`config.mk`:
```
export PLATFORM = sky130hd
export DESIGN_NAME = dfs_fault_status
export DESIGN_NICKNAME = d
export VERILOG_FILES = /design/src/hdl/dfs_pkg.sv /design/src/hdl/dfs_fault_if.sv /design/src/hdl/dfs_fault_status.sv /design/src/hdl/dfs_mgr_recorder.sv /design/src/hdl/dfs_ch_recorder.sv
export SDC_FILE = /design/constraint.sdc
export NUM_CORES = 1
export LEC_CHECK = 0
export ABC_AREA = 0
export BUFFER_PORTS_ARGS = -buffer_cell sky130_fd_sc_hd__buf_2
export CORE_AREA = 4 4 116 118
export DETAILED_ROUTE_END_ITERATION = 10
export DIE_AREA = 0 0 120 122
export GPL_TIMING_DRIVEN = 0
export PLACE_DENSITY = 0.77
export SLEW_MARGIN = 40
export SYNTH_ARGS = -nofsm -noshare
export SYNTH_HDL_FRONTEND = slang
export SYNTH_SLANG_ARGS = --single-unit
export TNS_END_PERCENT = 50
```
`constraint.sdc`:
```
create_clock -name clk -period 3.02 [get_ports clk]
set_input_delay 0.453 -clock clk [delete_from_list [all_inputs] [get_ports clk]]
set_output_delay 0.453 -clock clk [all_outputs]
set_load 0.05 [all_outputs]
```
`src/hdl/dfs_pkg.sv`:
```
package dfs_pkg;

  localparam int unsigned NUM_CH = 8;

  // Byte addresses of the register map
  localparam logic [7:0] OFS_MGR_FAULT_STATUS = 8'h30;
  localparam logic [7:0] OFS_CH_FAULT_STATUS  = 8'h34;
  localparam logic [7:0] OFS_MGR_FAULT_TYPE   = 8'h38;
  localparam logic [7:0] OFS_CH_FAULT_TYPE    = 8'h40;
  localparam logic [7:0] OFS_CH_SELECT        = 8'h50;
  localparam logic [7:0] OFS_IRQ_STATUS       = 8'h54;
  localparam logic [7:0] OFS_IRQ_ENABLE       = 8'h58;
  localparam logic [7:0] OFS_IRQ_CLEAR        = 8'h5C;

  // Manager fault-type field positions
  localparam int unsigned MFT_DBG_INSTR   = 30;
  localparam int unsigned MFT_FETCH_ERR   = 16;
  localparam int unsigned MFT_EVENT_ERR   = 5;
  localparam int unsigned MFT_LAUNCH_ERR  = 4;
  localparam int unsigned MFT_OPERAND_ERR = 1;
  localparam int unsigned MFT_UNDEF_INSTR = 0;

  // Channel fault-type field positions
  localparam int unsigned CFT_LOCKUP_ERR    = 31;
  localparam int unsigned CFT_DBG_INSTR     = 30;
  localparam int unsigned CFT_DATA_RD_ERR   = 18;
  localparam int unsigned CFT_DATA_WR_ERR   = 17;
  localparam int unsigned CFT_FETCH_ERR     = 16;
  localparam int unsigned CFT_STORE_UNDERFL = 13;

  localparam logic [31:0] FAULT_TYPE_RST = 32'h0000_0000;
  localparam logic [31:0] IRQ_ENABLE_RST = 32'h0000_0000;

  // Interrupt status layout: bit 8 manager fault, bits 7:0 channel faults
  localparam int unsigned IRQ_MGR_BIT = 8;
  localparam int unsigned IRQ_WIDTH   = 9;

  // AXI-style response codes: anything but OKAY is an error
  localparam logic [1:0] RESP_OKAY = 2'h0;

  typedef struct packed {
    logic       debug_src;
    logic [1:0] fetch_resp;
    logic       fetch_done;
    logic       sec_event_err;
    logic       sec_launch_err;
    logic       operand_err;
    logic       undef_instr;
  } dfs_mgr_abort_t;

  typedef struct packed {
    logic       debug_src;
    logic       lockup;
    logic [1:0] read_resp;
    logic       read_done;
    logic [1:0] write_resp;
    logic       write_done;
    logic [1:0] fetch_resp;
    logic       fetch_done;
    logic       store_underfill;
  } dfs_ch_abort_t;

endpackage : dfs_pkg

```
`src/hdl/dfs_fault_if.sv`:
```
`timescale 1ns/100ps
interface dfs_fault_if;
  import dfs_pkg::*;
  logic        faulting;
  logic        abort_new;
  logic [31:0] fault_type;

  modport recorder (output faulting, output abort_new, output fault_type);
  modport reader   (input  faulting, input  abort_new, input  fault_type);
endinterface : dfs_fault_if

```
`src/hdl/dfs_fault_status.sv`:
```
// Chosen here: the Avalon-MM slave port.
`timescale 1ns/100ps
// Notes on behaviour
// - Eight bits show which channels are faulting
// - Manager bit 30 marks debug-sourced instruction
// - Manager bit 16 on bad fetch response
// - Manager bit 5 on non-secure secure-event use
// - Manager bit 4 on non-secure secure launch
// - Manager bits 1/0: invalid operand, undefined instruction
// - Channel bit 31 on resource lock-up, imprecise
// - Channel bit 30 debug source, precise only
// - Channel bit 18 on bad read response
// - Channel bit 17 on bad write response
// - Channel bit 16 on bad fetch, precise
// - Channel bit 13 on store data shortfall
// - Status bit 0 shows manager faulting
module dfs_fault_status #(
  parameter int unsigned NCH = dfs_pkg::NUM_CH
) (
  input  wire logic                             clk,
  input  wire logic                             reset,
  // Avalon-MM slave
  input  wire logic [7:0]                       avs_address,
  input  wire logic                             avs_read,
  input  wire logic                             avs_write,
  input  wire logic [31:0]                      avs_writedata,
  input  wire logic [3:0]                       avs_byteenable,
  output logic [31:0]                           avs_readdata,
  output logic                                  avs_waitrequest,
  output logic [1:0]                            avs_response,
  // Abort reports from the instruction engine
  input  wire dfs_pkg::dfs_mgr_abort_t          mgr_abort,
  input  wire logic                             mgr_leave_fault,
  input  wire dfs_pkg::dfs_ch_abort_t [NCH-1:0] ch_abort,
  input  wire logic [NCH-1:0]                   ch_leave_fault,
  input  wire logic [NCH-1:0]                   ch_completing,
  // Status outputs
  output logic [NCH-1:0]                        ch_fault_status,
  output logic                                  manager_faulting_flag,
  output logic                                  irq
);
  import dfs_pkg::*;

  // The channel select and the interrupt layout leave room for eight channels at most
  if (NCH < 1 || NCH > 8) begin : g_bad_nch
    $error("NCH must be 1..8");
  end

  dfs_fault_if mgr_if ();
  dfs_fault_if ch_if [NCH] ();

  logic [NCH-1:0]       ch_faulting;
  logic [NCH-1:0]       ch_new;
  logic [31:0]          ch_type [NCH];
  logic [2:0]           ch_sel_r;
  logic [IRQ_WIDTH-1:0] irq_status_r;
  logic [IRQ_WIDTH-1:0] irq_enable_r;
  logic [IRQ_WIDTH-1:0] irq_events;
  logic [IRQ_WIDTH-1:0] irq_clear;
  logic                 ack_r;
  logic [31:0]          rdata_r;
  logic [1:0]           resp_r;
  logic [31:0]          rdata_nxt;
  logic                 mapped;
  logic                 req;

  dfs_mgr_recorder u_mgr (
    .clk         (clk),
    .reset       (reset),
    .abort_in    (mgr_abort),
    .leave_fault (mgr_leave_fault),
    .fault       (mgr_if.recorder)
  );

  genvar g;
  generate
    for (g = 0; g < NCH; g++) begin : g_ch
      dfs_ch_recorder u_ch (
        .clk         (clk),
        .reset       (reset),
        .abort_in    (ch_abort[g]),
        .leave_fault (ch_leave_fault[g]),
        .fault       (ch_if[g].recorder)
      );
      // Faulting-completing keeps the indicator up even once the record is cleared
      assign ch_faulting[g] = ch_if[g].faulting || ch_completing[g];
      assign ch_new[g]      = ch_if[g].abort_new;
      assign ch_type[g]     = ch_if[g].fault_type;
    end
  endgenerate

  assign ch_fault_status       = ch_faulting;
  assign manager_faulting_flag = mgr_if.faulting;

  // Sticky interrupt status; a new event wins over a clear in the same cycle
  assign irq_events = {mgr_if.abort_new, 8'(ch_new)};
  assign req        = (avs_read || avs_write) && !ack_r;
  assign irq_clear  = (req && avs_write && avs_address == OFS_IRQ_CLEAR && avs_byteenable[0])
                      ? {avs_writedata[IRQ_MGR_BIT] && avs_byteenable[1],
                         avs_writedata[7:0]}
                      : '0;

  always_ff @(posedge clk or posedge reset) begin
    if (reset) begin
      irq_status_r <= '0;
    end else begin
      irq_status_r <= (irq_status_r & ~irq_clear) | irq_events;
    end
  end

  always_ff @(posedge clk or posedge reset) begin
    if (reset) begin
      irq_enable_r <= IRQ_ENABLE_RST[IRQ_WIDTH-1:0];
    end else if (req && avs_write && avs_address == OFS_IRQ_ENABLE) begin
      if (avs_byteenable[0]) irq_enable_r[7:0] <= avs_writedata[7:0];
      if (avs_byteenable[1]) irq_enable_r[IRQ_MGR_BIT] <= avs_writedata[IRQ_MGR_BIT];
    end
  end

  // Channel select picks which channel record the fault-type word shows
  always_ff @(posedge clk or posedge reset) begin
    if (reset) begin
      ch_sel_r <= 3'h0;
    end else if (req && avs_write && avs_address == OFS_CH_SELECT && avs_byteenable[0]) begin
      ch_sel_r <= avs_writedata[2:0];
    end
  end

  always_ff @(posedge clk or posedge reset) begin
    if (reset) begin
      irq <= 1'b0;
    end else begin
      irq <= |(irq_status_r & irq_enable_r);
    end
  end

  always_comb begin
    rdata_nxt = 32'h0000_0000;
    mapped    = 1'b1;
    case (avs_address)
      OFS_MGR_FAULT_STATUS: rdata_nxt[0] = mgr_if.faulting;
      OFS_CH_FAULT_STATUS:  rdata_nxt[NCH-1:0] = ch_faulting;
      OFS_MGR_FAULT_TYPE:   rdata_nxt = mgr_if.fault_type;
      OFS_CH_FAULT_TYPE:    rdata_nxt = (32'(ch_sel_r) < NCH) ? ch_type[ch_sel_r] : 32'h0;
      OFS_CH_SELECT:        rdata_nxt[2:0] = ch_sel_r;
      OFS_IRQ_STATUS:       rdata_nxt[IRQ_WIDTH-1:0] = irq_status_r;
      OFS_IRQ_ENABLE:       rdata_nxt[IRQ_WIDTH-1:0] = irq_enable_r;
      OFS_IRQ_CLEAR:        rdata_nxt = 32'h0000_0000;
      default:              mapped = 1'b0;
    endcase
  end

  // One wait cycle per access: request seen, then answered on the next edge
  always_ff @(posedge clk or posedge reset) begin
    if (reset) begin
      ack_r   <= 1'b0;
      rdata_r <= 32'h0000_0000;
      resp_r  <= 2'h0;
    end else begin
      ack_r   <= req;
      if (req) begin
        rdata_r <= avs_read ? rdata_nxt : 32'h0000_0000;
        resp_r  <= mapped ? 2'h0 : 2'h3;
      end
    end
  end

  assign avs_waitrequest = (avs_read || avs_write) && !ack_r;
  assign avs_readdata    = rdata_r;
  assign avs_response    = resp_r;

endmodule : dfs_fault_status

```
`src/hdl/dfs_mgr_recorder.sv`:
```
`timescale 1ns/100ps
module dfs_mgr_recorder (
  input  wire logic                    clk,
  input  wire logic                    reset,
  input  wire dfs_pkg::dfs_mgr_abort_t abort_in,
  input  wire logic                    leave_fault,
  dfs_fault_if.recorder                fault
);
  import dfs_pkg::*;

  logic        faulting_r;
  logic [31:0] type_r;
  logic [31:0] type_nxt;
  logic        hit;

  always_comb begin
    type_nxt = FAULT_TYPE_RST;
    type_nxt[MFT_DBG_INSTR]   = abort_in.debug_src;
    type_nxt[MFT_FETCH_ERR]   = abort_in.fetch_done
                                && (abort_in.fetch_resp != RESP_OKAY);
    type_nxt[MFT_EVENT_ERR]   = abort_in.sec_event_err;
    type_nxt[MFT_LAUNCH_ERR]  = abort_in.sec_launch_err;
    type_nxt[MFT_OPERAND_ERR] = abort_in.operand_err;
    type_nxt[MFT_UNDEF_INSTR] = abort_in.undef_instr;
    hit = type_nxt[MFT_FETCH_ERR] || abort_in.sec_event_err || abort_in.sec_launch_err
          || abort_in.operand_err || abort_in.undef_instr;
  end

  always_ff @(posedge clk or posedge reset) begin
    if (reset) begin
      faulting_r <= 1'b0;
    end else if (!faulting_r && hit) begin
      faulting_r <= 1'b1;
    end else if (leave_fault) begin
      faulting_r <= 1'b0;
    end
  end

  // First abort wins; later causes do not disturb the record until the fault is left
  always_ff @(posedge clk or posedge reset) begin
    if (reset) begin
      type_r <= FAULT_TYPE_RST;
    end else if (!faulting_r && hit) begin
      type_r <= type_nxt;
    end else if (faulting_r && leave_fault) begin
      type_r <= FAULT_TYPE_RST;
    end
  end

  assign fault.faulting   = faulting_r;
  assign fault.abort_new  = !faulting_r && hit;
  assign fault.fault_type = type_r;

endmodule : dfs_mgr_recorder

```
`src/hdl/dfs_ch_recorder.sv`:
```
`timescale 1ns/100ps
module dfs_ch_recorder (
  input  wire logic                   clk,
  input  wire logic                   reset,
  input  wire dfs_pkg::dfs_ch_abort_t abort_in,
  input  wire logic                   leave_fault,
  dfs_fault_if.recorder               fault
);
  import dfs_pkg::*;

  logic        faulting_r;
  logic [31:0] type_r;
  logic [31:0] type_nxt;
  logic        precise;
  logic        hit;

  always_comb begin
    type_nxt = FAULT_TYPE_RST;
    type_nxt[CFT_LOCKUP_ERR]    = abort_in.lockup;
    type_nxt[CFT_DATA_RD_ERR]   = abort_in.read_done
                                  && (abort_in.read_resp != RESP_OKAY);
    type_nxt[CFT_DATA_WR_ERR]   = abort_in.write_done
                                  && (abort_in.write_resp != RESP_OKAY);
    type_nxt[CFT_FETCH_ERR]     = abort_in.fetch_done
                                  && (abort_in.fetch_resp != RESP_OKAY);
    type_nxt[CFT_STORE_UNDERFL] = abort_in.store_underfill;
    precise = type_nxt[CFT_FETCH_ERR] || type_nxt[CFT_STORE_UNDERFL];
    // Source flag only carries meaning for precise aborts, so it is kept zero otherwise
    type_nxt[CFT_DBG_INSTR]     = precise && abort_in.debug_src;
    hit = precise || type_nxt[CFT_LOCKUP_ERR] || type_nxt[CFT_DATA_RD_ERR]
          || type_nxt[CFT_DATA_WR_ERR];
  end

  always_ff @(posedge clk or posedge reset) begin
    if (reset) begin
      faulting_r <= 1'b0;
    end else if (!faulting_r && hit) begin
      faulting_r <= 1'b1;
    end else if (leave_fault) begin
      faulting_r <= 1'b0;
    end
  end

  always_ff @(posedge clk or posedge reset) begin
    if (reset) begin
      type_r <= FAULT_TYPE_RST;
    end else if (!faulting_r && hit) begin
      type_r <= type_nxt;
    end else if (faulting_r && leave_fault) begin
      type_r <= FAULT_TYPE_RST;
    end
  end

  assign fault.faulting   = faulting_r;
  assign fault.abort_new  = !faulting_r && hit;
  assign fault.fault_type = type_r;

endmodule : dfs_ch_recorder

```
==> reports/metrics.csv <==
metric;value;unit
WS Path Type;input pin to output pin;
sequential power share;46.7;%
DR WL/cell;18.0;µm
Post-Synthesis Cell Area;0.00552;mm²
DRC viols;0;
area share of the largest cell type after synthesis;46.3;%
Synth Area in Simple Gates;14.8;%
clock network power share;31.4;%
grt ovf;0;
Sw Pwr;1070;µW
final setup fails;0;
slack of the critical path;0.505;ns
RSZ-0062 raised after global routing;false;
Post-synth EDFFs;0;
Avg Vias per Cell;5.57;
Post-CTS Setup Inserts;0;
mux share of post-synthesis cell area;10.2;%
Seq/Total Area, Yosys;46.3;%
Critical Path RT;2.57;ns
post-route ant nets;0;
Worst path top cell family by delay;buffers and inverters;
hold_buf cts;0;
first-pass GRT wire length;25700;µm
RePlAce Congestion;0.848;
LEAKAGE;0.00332;µW
Die W;120;µm
commonest non-fill, non-tap cell in the layout;buf_2;
worst-path maximum fanout;10;
slowest CP cell;o21bai_1;
worst skew pair latency;0.35;ns
routed wire length;16300;µm
maxcap violations;0;
crit-path most repeated cell;buf_2;
cell row count;41;
main combinational cell family by area after synthesis;compound AO/OA/AOI/OAI gates;
fin area;0.00702;mm²
Sw Ratio;31.5;%
via count;5042;
most frequent cells in the layout;175 x buf_2, 102 x dfrtp_1, 57 x o21ai_0;
Hold Crit Class;input pin to asynchronous set/reset pin;
Clock Skews;0.00650;ns
Die Y;122;µm
Synth Area in Compound Gates;22.6;%
Syn Area/Cell;10.5;µm²
critical path arrival;2.06;ns
dpl cells;889;
FFs w/ async S/R, synth;100;%
Worst R2R Setup Slack;1.24;ns
combinational power share;21.9;%
fin cells;905;
top_reg_cell synth;dfrtp_1;
initial antenna violation count;1;
Min Clock Period, post-route;2.52;ns
post-synth top area cell;dfrtp_1;
vias in the first global route;4980;
top cells by area, synth;dfrtp_1 46%, o21ai_0 5.2%, mux4_1 4.8%;
WHS;0.103;ns
first drt pass iteration count;5;
Worst Max-Slew Pin Slew;0.810;ns
num ports;214;
GRT Overall Usage;22.3;%
Max Clock Freq;0.398;GHz
Post-CTS Resized;0;
H-tree levels;3;
relative slew slack;45.7;%
startpoint types;input pin;
clk buf depth;2;
final period utilization;83.3;%
synthesis warning total;0;
WP buf/inv;4;
P_int;2340;µW
Synth Area in Adders;0;%
Setup WS pre-CTS;0.547;ns
Layout area overhead;27.2;%
CTS root buf;clkbuf_16;
largest net degree at the start of global routing;26;
share of layout cells above drive strength 1;36.2;%
detailed placement HPWL;12900;µm
port bufs;171;
die area;0.0146;mm²
pwr dens;486;mW/mm²
Worst VDD drop;0.000294;V
CP Capture Type;output pin;
clock sink count;102;
Netlist cell types;67;
CTS Buf Count;9;
diodes inserted;0;
TNS Setup;0;ns
initial DRC count;413;
Yosys reg bits;102;
Clock transition at path regs;0.07;ns
CP Cell Sequence;buf_2 > o21bai_1 > clkbuf_1 > inv_1 > buf_2;
crit-path max cell delay;0.61;ns
status;complete, no violations;
Starting Density;44.3;%
placed inst area;0.00675;mm²
nets@finish;897;
TritonCTS clock tree;yes;
xor/xnor cell area share of the yosys netlist;0;%
Core Area;0.0125;mm²
Syn Inst Count;526;
Final Max Tran Viols;0;
Final Hold Vio Count;0;
metal layers:
metal / wire length [µm] / GRT usage, % / up-vias
li1: - / - / 2358
met1: 6880 / 28.5 / 2472
met2: 8090 / 38.8 / 182
met3: 972 / 4.04 / 28
met4: 319 / 6.73 / 2
met5: 7 / 0 / -
registers in the layout, summed over array words and instances, names as in the netlist:
name / count
irq_enable_r: 9
g_ch.u_ch.fault.fault_type: 48
irq: 1
ack_r: 1
irq_status_r: 9
avs_response: 1
ch_sel_r: 3
u_mgr.fault.faulting: 1
u_mgr.fault.fault_type: 6
g_ch.u_ch.fault.faulting: 8
avs_readdata: 15
synthesized netlist by cell type (all sizes together), types with 2 or more instances:
cell type and n:
or2 11, a32o 4, and4bb 3, nand3 11
and3b 3, nor2 17, o22ai 15, o31ai 4
nand3b 3, a31oi 9, a22oi 10, a21oi 22
a221oi 2, nor3 7, nor4b 2, o21bai 2
nand4bb 2, a221o 2, mux4 12, o21ai 58
nand2 50, clkbuf 10, nor2b 9, and2 7
mux2i 11, a32oi 2, nand2b 3, dfrtp 102
buf 27, mux2 13, nor4 2, a31o 6
o221ai 2, nand4b 2, a21o 6, o21a 8
nand4 2, o2bb2ai 18, inv 25, a22o 11
cell type report:
class,instances,area (µm²)
timing repair buffer,175,951
tap,172,215
clock buffer,11,233
clock inverter,5,36.3
fill,1059,5450
sequential,102,2550
inverter,26,101
buffer,37,238
multi-input combinational,377,2690
final timing paths:
kind / from / end / depth (start not counted)
setup / recovery: avs_read / avs_waitrequest / 5
min in group clk: ch_leave_fault[7] / g_ch[7].u_ch.fault.faulting / 2
hold / removal: reset / g_ch[4].u_ch.fault.fault_type[17] / 2
max in group asynchronous: reset / g_ch[1].u_ch.fault.fault_type[13] / 5
setup reg to reg: ack_r / irq_status_r[2] / 4
hold reg to reg: avs_readdata[4] / avs_readdata[4] / 1
logic make-up after synthesis:
family	Yosys count
AOI/OAI and AO/OA	184
muxes	36
and+or+nand+nor	140
DFF	102
other	1
buffers and inverters	63
power groups by stage:
stage	registers, µW	clock network (µW)	logic [µW]
2_1_floorplan	1620	0	452
3_3_place_gp	1610	0	704
3_5_place_dp	1620	0	741
4_1_cts	1590	1080	745
5_1_grt	1600	1140	820
6_report	1590	1070	747
stage by stage:
stage / util, % / total power, µW
after global placement: 53.4 / 2320
after floorplan: - / 2070
after detailed placement: 54.1 / 2360
after CTS: 56.3 / 3420
final: 56.3 / 3410
after global routing: 56.3 / 3570
worst reg2reg max path: cells and delay by family (launching register included):
kind	cells	cell delay, ns
simple gates	3	1.07
compound gates	1	0.16
flops	1	0.42
(Power assumes the default switching activity.)
